### config.mk
export PLATFORM = sky130hd
export DESIGN_NAME = rpl_control
export DESIGN_NICKNAME = d
export VERILOG_FILES = /design/src/hw/rpl_pkg.sv /design/src/hw/rpl_control.sv
export SDC_FILE = /design/constraint.sdc
export NUM_CORES = 1
export LEC_CHECK = 0
export BUFFER_PORTS_ARGS = -buffer_cell sky130_fd_sc_hd__buf_4
export CORE_MARGIN = 2
export CORE_UTILIZATION = 45
export DETAILED_ROUTE_END_ITERATION = 8
export PLACE_DENSITY_LB_ADDON = 0.1
export SETUP_SLACK_MARGIN = 0.1
export SYNTH_ARGS = -nofsm -noshare
export SYNTH_HDL_FRONTEND = slang
export SYNTH_SLANG_ARGS = --single-unit
export TNS_END_PERCENT = 30
### constraint.sdc
create_clock -name clock -period 1.6 [get_ports clock]
set_input_delay 0.16 -clock clock [delete_from_list [all_inputs] [get_ports clock]]
set_output_delay 0.16 -clock clock [all_outputs]
set_load 0.1 [all_outputs]
### src/hw/rpl_pkg.sv
// constants and types for the read-protection level control block
// assumes a single 125 MHz clock and a synchronous active-high reset
//
// Function
// - three protection levels exist: 0 is open, 1 protects, 2 locks out debug and readout.
// - a request that raises the level is taken only while the sequencer is idle and never erases anything.
// - at level 2 every request for a lower level is refused.
// - lowering from level 1 to level 0 mass-erases data EEPROM, program Flash and backup registers.
// - the option byte value 0xAA requests level 0 and is decoded as level 0.
// - writing the level 0 value while already at level 0 still performs the mass erase (defect).
package rpl_pkg;

    // ----------------------------------------------------------------
    // option byte encodings
    // ----------------------------------------------------------------
    localparam logic [7:0] RPL_BYTE_LVL0 = 8'hAA;
    localparam logic [7:0] RPL_BYTE_LVL2 = 8'hCC;

    typedef enum logic [1:0] {
        RPL_LVL0 = 2'b00,
        RPL_LVL1 = 2'b01,
        RPL_LVL2 = 2'b10
    } rpl_level_t;

    typedef enum logic [1:0] {
        RPL_ST_IDLE = 2'b00,
        RPL_ST_ERASE = 2'b01,
        RPL_ST_WAIT = 2'b10
    } rpl_state_t;

    // erase completion bits: eeprom, flash, backup
    localparam int RPL_N_MEM = 3;
    localparam logic [2:0] RPL_ALL_DONE = 3'h7;

    // unprogrammed option byte is the level 1 default
    localparam logic [7:0] RPL_BYTE_RESET = 8'h55;

    function automatic rpl_level_t rpl_decode(input logic [7:0] b);
        if (b == RPL_BYTE_LVL0) begin
            return RPL_LVL0;
        end else if (b == RPL_BYTE_LVL2) begin
            return RPL_LVL2;
        end else begin
            return RPL_LVL1;
        end
    endfunction

endpackage

### src/hw/rpl_control.sv
// read-protection level controller
// option byte storage is outside; this block holds the active level and sequences erases
// the eeprom, flash and backup erase engines each answer with their own done pulse
`timescale 1ns/1ps
`default_nettype none
module rpl_control (
    input wire logic clock,
    input wire logic sys_rst,
    input wire logic [7:0] boot_byte,
    input wire logic boot_load,
    input wire logic wr_req,
    input wire logic [7:0] wr_byte,
    input wire logic [2:0] erase_done,
    output logic wr_ack,
    output logic wr_refused,
    output logic [2:0] erase_start,
    output logic [7:0] read_protect_option,
    output logic [1:0] level,
    output logic access_open,
    output logic debug_open,
    output logic busy
);

    // ----------------------------------------------------------------
    // request decode
    // ----------------------------------------------------------------
    rpl_pkg::rpl_level_t cur_lvl;
    rpl_pkg::rpl_level_t req_lvl;
    rpl_pkg::rpl_state_t state_q;
    logic [7:0] opt_q;
    logic [7:0] pend_q;
    logic [rpl_pkg::RPL_N_MEM-1:0] done_q;
    logic [rpl_pkg::RPL_N_MEM-1:0] done_all;
    logic idle;
    logic cur_open;
    logic cur_locked;
    logic req_open;
    logic req_locked;
    logic take;
    logic refuse;
    logic erase_need;
    logic launch;
    logic finish;
    logic erase_run;

    // ----------------------------------------------------------------
    // access gate
    // ----------------------------------------------------------------
    // shared by the read and the debug output
    function automatic logic gate_open(
        input logic allowed,
        input logic running,
        input logic was_busy
    );
        // lags busy by a cycle, so the new level is already shown when access opens
        return allowed && !running && !was_busy;
    endfunction

    assign idle = (state_q == rpl_pkg::RPL_ST_IDLE);
    assign cur_lvl = rpl_pkg::rpl_decode(opt_q);
    assign req_lvl = rpl_pkg::rpl_decode(wr_byte);
    assign cur_open = (cur_lvl == rpl_pkg::RPL_LVL0);
    assign cur_locked = (cur_lvl == rpl_pkg::RPL_LVL2);
    assign req_open = (req_lvl == rpl_pkg::RPL_LVL0);
    assign req_locked = (req_lvl == rpl_pkg::RPL_LVL2);
    assign take = wr_req && idle;
    assign refuse = cur_locked && !req_locked;
    // defect kept: any level 0 write not refused at level 2 erases, even from level 0
    assign erase_need = req_open && !refuse;
    assign launch = take && erase_need;

    // ----------------------------------------------------------------
    // erase bookkeeping
    // ----------------------------------------------------------------
    assign done_all = done_q | erase_done;
    assign finish = (state_q == rpl_pkg::RPL_ST_WAIT) && (done_all == rpl_pkg::RPL_ALL_DONE);
    assign erase_run = !idle || launch;

    // ----------------------------------------------------------------
    // sequencer
    // ----------------------------------------------------------------
    always_ff @(posedge clock) begin
        if (sys_rst) begin
            state_q <= rpl_pkg::RPL_ST_IDLE;
        end else begin
            case (state_q)
                rpl_pkg::RPL_ST_IDLE: begin
                    if (launch) begin
                        state_q <= rpl_pkg::RPL_ST_ERASE;
                    end
                end
                rpl_pkg::RPL_ST_ERASE: begin
                    state_q <= rpl_pkg::RPL_ST_WAIT;
                end
                rpl_pkg::RPL_ST_WAIT: begin
                    if (finish) begin
                        state_q <= rpl_pkg::RPL_ST_IDLE;
                    end
                end
                default: begin
                    state_q <= rpl_pkg::RPL_ST_IDLE;
                end
            endcase
        end
    end

    // ----------------------------------------------------------------
    // pending byte and done collection
    // ----------------------------------------------------------------
    always_ff @(posedge clock) begin
        if (sys_rst) begin
            pend_q <= rpl_pkg::RPL_BYTE_RESET;
        end else if (launch) begin
            pend_q <= wr_byte;
        end
    end

    // collected from the erase state on, so an early done pulse is not lost
    always_ff @(posedge clock) begin
        if (sys_rst) begin
            done_q <= '0;
        end else if (idle) begin
            done_q <= '0;
        end else begin
            done_q <= done_all;
        end
    end

    // ----------------------------------------------------------------
    // active option byte
    // ----------------------------------------------------------------
    // a non-erasing write in the same cycle as a boot load is acked but lost; boot precedes software
    always_ff @(posedge clock) begin
        if (sys_rst) begin
            opt_q <= rpl_pkg::RPL_BYTE_RESET;
        end else if (boot_load && idle) begin
            opt_q <= boot_byte;
        end else if (take && !refuse && !erase_need) begin
            opt_q <= wr_byte;
        end else if (finish) begin
            opt_q <= pend_q;
        end
    end

    // ----------------------------------------------------------------
    // request answers
    // ----------------------------------------------------------------
    always_ff @(posedge clock) begin
        if (sys_rst) begin
            wr_ack <= 1'b0;
        end else begin
            wr_ack <= take && !refuse;
        end
    end

    always_ff @(posedge clock) begin
        if (sys_rst) begin
            wr_refused <= 1'b0;
        end else begin
            wr_refused <= take && refuse;
        end
    end

    // all three memories start together; their done pulses may come apart
    always_ff @(posedge clock) begin
        if (sys_rst) begin
            erase_start <= '0;
        end else begin
            erase_start <= launch ? rpl_pkg::RPL_ALL_DONE : '0;
        end
    end

    // ----------------------------------------------------------------
    // level view
    // ----------------------------------------------------------------
    always_ff @(posedge clock) begin
        if (sys_rst) begin
            read_protect_option <= rpl_pkg::RPL_BYTE_RESET;
        end else begin
            read_protect_option <= opt_q;
        end
    end

    always_ff @(posedge clock) begin
        if (sys_rst) begin
            level <= rpl_pkg::RPL_LVL1;
        end else begin
            level <= cur_lvl;
        end
    end

    // ----------------------------------------------------------------
    // erase status and access gates
    // ----------------------------------------------------------------
    always_ff @(posedge clock) begin
        if (sys_rst) begin
            busy <= 1'b0;
        end else begin
            busy <= erase_run;
        end
    end

    // access held shut while erasing, so protected content never leaks
    always_ff @(posedge clock) begin
        if (sys_rst) begin
            access_open <= 1'b0;
        end else begin
            access_open <= gate_open(cur_open, erase_run, busy);
        end
    end

    always_ff @(posedge clock) begin
        if (sys_rst) begin
            debug_open <= 1'b0;
        end else begin
            debug_open <= gate_open(!cur_locked, erase_run, busy);
        end
    end

endmodule
`default_nettype wire

Yosys cells after proc, flatten, opt, wreduce, memory -nomap -nowiden. Cells that the tools add are included.

Add/subtract/negate cells: 0. Multipliers: 0. Divide/modulo/power cells: 0. Order comparisons: 0. Equal/unequal tests: 11. Shifts and indexed selects: 0. Muxes and demuxes: 11. Bitwise logic cells: 1. Reduce and logical (&&, ||, !) cells: 27.

Operators by type and width (number): $eq 8x8->1 const B (4); $mux 8 (3); $logic_and 1x1->1 (13); $mux 2 (6); $logic_not 1->1 (7); $eq 2x2->1 const B (3); $logic_not 2->1 (3); $pmux 2 s3 (1); $eq 3x3->1 const B (1); $mux 3 (1); $or 3x3->3 (1); $reduce_bool 3->1 (1); $eq 2x1->1 const B (1); $ne 2x1->1 const B (1); $ne 2x2->1 const B (1); $reduce_and 2->1 (1); $reduce_or 2->1 (1); $logic_or 1x1->1 (1).

Bits in registers: 39. Latch bits: 0. Bits in writable memories: 0. Bits in read-only memories: 0. Bits of input ports: 23. Word-level logic and storage cells: 62. Memories kept: 0.

Logic depth before layout (Yosys ltp).
Word-level depth: 13. Gate-level depth with buffers: 7.

Least setup slack after synthesis. No wires, ideal clock.

Path type: register to register. Start: reg opt_q[5]. End: reg opt_q[0]. Library setup time: 0.084 ns. Arrival: 1.583 ns. Setup slack: -0.068 ns. Stages on the path, launching flop included: 6. Clock period less this slack: 1.668 ns. Cell sequence: dfxtp_1 > nand4bb_4 > a211o_1 > nand3_4 > mux2_4 > o31ai_2.

Longest elaborated chain between the ends: 11. Elaborated cells on any way between the ends: 14.

RTL lines: start: declaration (line rpl_control.sv:30) `logic [7:0] opt_q;`; start signal: assignment (line rpl_control.sv:135) `opt_q <= rpl_pkg::RPL_BYTE_RESET;`; start signal: assignment (line rpl_control.sv:137) `opt_q <= boot_byte;`; start signal: assignment (line rpl_control.sv:139) `opt_q <= wr_byte;`; $eq 8x8->1 (line rpl_pkg.sv:41) `end else if (b == RPL_BYTE_LVL2) begin`; $mux 2 (line rpl_pkg.sv:41); $mux 2 * (line rpl_pkg.sv:39) `if (b == RPL_BYTE_LVL0) begin`; $eq 2x2->1 * (line rpl_control.sv:63) `assign cur_locked = (cur_lvl == rpl_pkg::RPL_LVL2);`; $logic_and 1x1->1 * (line rpl_control.sv:67) `assign refuse = cur_locked && !req_locked;`; $logic_not 1->1 * (line rpl_control.sv:69, rpl_control.sv:138); $logic_and 1x1->1 (line rpl_control.sv:69) `assign erase_need = req_open && !refuse;`; $logic_not 1->1 (line rpl_control.sv:138) `end else if (take && !refuse && !erase_need) begin`; $logic_and 1x1->1 * (line rpl_control.sv:138); $mux 8 (line rpl_control.sv:138); $mux 8 (line rpl_control.sv:136) `end else if (boot_load && idle) begin`.

Mark *: on every way between the ends. The rest lies on a longest branch, timed or not. A chain may end at the register's enable or synchronous reset.

Worst setup path after layout.
Start: reg opt_q[4]. End: reg opt_q[0].

Same word-level chain as after synthesis.

==> metrics.md <==
| Metric | Value |
|---|---|
| FF-to-FF End | `opt_q[0]` |
| FMAX | `about 600 MHz` |
| Worst R2R Setup Slack | `-80 ps` |
| Final Non-Filler Cells | `about 270` |
| Clock power frac | `0.254` |
| Slew headroom | `0.716` |
| Yosys warnings | `0` |
| Clock Tree Root | `clkbuf_4` |
| Yosys cell types | `35` |
| Number of hold violations in the final report | `0` |
| CP Class | `register to register` |
| Die width | `roughly 63 µm` |
| Placed instance count | `about 260` |
| Synth top area share | `0.468` |
| Drt total wl | `between 3000 and 4000 µm` |
| Area Overhead vs Synth | `40.7%` |
| Clk sinks | `37` |
| Worst setup EP type | `register` |
| MaxCap Viol Count | `0` |
| Simple-gate portion of the synthesized area | `0.296` |
| Fin Clk Skew | `roughly 11 ps` |
| Top cells by area, synth | `dfxtp_1, nor2_1, mux2_4` |
| R2r startpoint | `opt_q[4]` |
| Failing checks | `setup timing` |
| H-tree depth | `2` |
| Area after DPL | `between 2000 and 2500 µm²` |
| NetSw | `0.516 mW` |
| Post-route ant nets | `0` |
| Synth Register Bits | `37` |
| Most frequent cell after synthesis | `nor2_1` |
| Clock-pin slew on the worst setup and hold paths | `between 100 and 150 ps` |
| CP startpoint kind | `register` |
| RD Place Congestion | `between 0.7 and 0.8` |
| Hold WC Path Type | `input port to register` |
| Via count | `roughly 1300` |
| Pwr/cell area | `808 nW/µm²` |
| HPWL after DPL | `between 2000 and 3000 µm` |
| Max IR drop VDD | `between 0.4 and 0.5 mV` |
| Worst setup path end | `opt_q[0]` |
| Leak | `between 1 and 1.5 nW` |
| CP Depth | `5` |
| Seq/Total Area, Yosys | `0.468` |
| Worst-Margin Slew | `420 ps` |
| 1st-iter DRT viols | `48` |
| Tmin final | `~1700 ps` |
| Synth Area in Compound Gates | `0.136` |
| Internal Power | `approximately 1.3 mW` |
| RSZ-0062 raised after global routing | `true` |
| Critical Path Start | `opt_q[4]` |
| Tot GR Track Use | `0.182` |
| Largest net degree at the start of global routing | `27` |
| Cts bufs inserted | `5` |
| Setup TNS | `-465 ps` |
| Cell taking the most area after synthesis | `dfxtp_1` |
| Antenna cells | `0` |
| Slew Viols, Final | `0` |
| Main combinational cell family by area after synthesis | `simple AND/OR/NAND/NOR gates` |
| First drt pass iteration count | `4` |
| Initial Utilization | `0.471` |
| CP max stage cell | `a211o_4` |
| Vias per cell | `between 4 and 5` |
| IO Port Bufs | `40` |
| Antenna violations before repair | `0` |
| Xor-xnor portion of the synthesized cell area | `0` |
| Fin nets | `248` |
| Final setup fails | `9` |
| CTS tree | `yes` |
| Die height | `63.3 µm` |
| Mux share of post-synthesis cell area | `0.0704` |
| Hold_buf cts | `0` |
| Fin area | `between 2000 and 2500 µm²` |
| Clk_lat worst skew | `340 ps` |
| Vias in the first global route | `1260` |
| R2R depth | `5` |
| Cells along the critical path | `nand4bb_4 -> a211o_4 -> nand3_4 -> mux2_4 -> o31ai_2` |
| Top_reg_cell synth | `dfxtp_1` |
| Post-route setup slack | `-78.3 ps` |
| Share of async-settable or async-resettable flops after synthesis | `0` |
| I/O Pins | `just over 40` |
| CTS Buffer Depth | `2` |
| Combinational share of power | `0.208` |
| CP Data Arrival Time | `1920 ps` |
| First-pass GRT wire length | `approximately 5600 µm` |
| Share of layout cells above drive strength 1 | `0.487` |
| Net count after synthesis | `between 150 and 200` |
| Worst endpoint required time | `1850 ps` |
| Storage cell area | `746 µm²` |
| CP bufs+invs | `0` |
| Footprint of the multi-input gates | `between 800 and 900 µm²` |
| Adder-cell share of the synthesized area | `0` |
| Drt drc | `0` |
| Worst Path Max Fanout | `7` |
| Ratio of final minimum period to clock period | `1.05` |
| Cell count after synthesis | `between 150 and 200` |
| Register share of total power | `0.537` |
| Post-DR wirelength/cell | `between 10 and 15 µm` |
| Outcome | `finished with violations` |
| Number of synthesized flops with an enable pin | `0` |
| Synthesized cell area | `1580 µm²` |
| Layout fillers | `between 200 and 300` |
| Worst slack, placed | `-90.1 ps` |
| Syn Area/Cell | `10.0 µm²` |
| Cell family with most CP delay | `compound AO/OA/AOI/OAI gates` |
| FP Rows | `21` |
| GR Overflow Total | `0` |
| Die ar. | `between 4000 and 5000 µm²` |
| Commonest cells post-synth | `nor2_1, dfxtp_1, nor3_1, or2_2` |
| CP peak stage delay | `370 ps` |
| Switching share of power | `0.287` |
| Core Region | `3360 µm²` |
[cell usage in the layout, fill, tap and decap left out, types with 4 or more instances in the layout]
master    netlist  routed
nor3_1          6       5
nor2b_1         4       4
a21o_1          4       4
dfxtp_1        37      33
clkbuf_4        0       5
mux2_4          4       4
a22o_1          4       4
dfxtp_2         0       4
nor2_1         44      43
buf_4           3      68
or2_2           5       5
mux2i_1         4       4
[sequential cells by signal, summed over array words and instances, names as in the netlist]
name                 cells
access_open              1
busy                     1
debug_open               1
done_q                   3
erase_start              1
level                    2
opt_q                    8
pend_q                   8
read_protect_option      8
state_q                  2
wr_ack                   1
wr_refused               1
[metal layers]
| layer | vias up | global-route usage | part of all wire |
|---|---|---|---|
| met5 | - | 0 | 0 |
| met4 | 0 | 0.0652 | 0.010 |
| met3 | 4 | 0.0607 | 0.044 |
| met2 | 28 | 0.301 | 0.49 |
| met1 | 602 | 0.222 | 0.45 |
| li1 | 678 | - | - |
[worst register-to-register path, cell delays in order (launching register included)]
cell and delay, ps:
dfxtp_1 320, nand4bb_4 260, a211o_4 370, nand3_4 150, mux2_4 320, o31ai_2 170
[power groups by stage]
stage	Combinational [mW]	Clock, mW	Sequential [mW]
final	0.375	0.458	0.967
after global routing	0.400	0.525	0.970
after CTS	0.371	0.478	0.967
after detailed placement	0.364	0	0.988
after global placement	0.357	0	0.988
after floorplan	0.132	0	1.08
[kinds of logic (layout without fill, tap and decap cells)]
logic type      Yosys count  after routing
buf+inv                   9             77
compound gates           23             23
flops                    37             37
simple gates             80             80
mux                       9              9
[layout make-up]
type	count	share of cell area
clock buffers	6	0.0185
clock inverters	2	0.00449
multi-input cells	112	0.378
flip-flops and latches	37	0.335
well taps	46	0.0258
repair buffers	69	0.238
[repair_timing]
| item | 4_1_cts | 5_1_grt |
|---|---|---|
| pin swaps | 2 | 3 |
| setup buffers | 2 | 1 |
| endpoints found under the hold margin | 0 | 0 |
| setup endpoints to repair | 15 | 19 |
| resized for setup | 3 | 7 |
[worst min-delay path by stage]
stage	startpoint	endpoint	slack, ps	depth (start not counted)
2_1_floorplan	erase_done[2]	done_q[2]	320	2
3_3_place_gp	erase_done[0]	done_q[0]	410	3
3_5_place_dp	erase_done[0]	done_q[0]	420	3
4_1_cts	erase_done[0]	done_q[0]	50	3
5_1_grt	erase_done[0]	done_q[0]	70	3
6_report	erase_done[0]	done_q[0]	70	3
[through the flow]
stage	util	power, mW	hold slack [ps]
floorplan	-	1.21	316
global placement	0.628	1.34	412
detailed placement	0.628	1.35	418
CTS	0.652	1.82	49.3
global route	0.662	1.90	74.9
finish	0.662	1.80	74.1
Note: power is estimated with default switching activity, not from simulation.
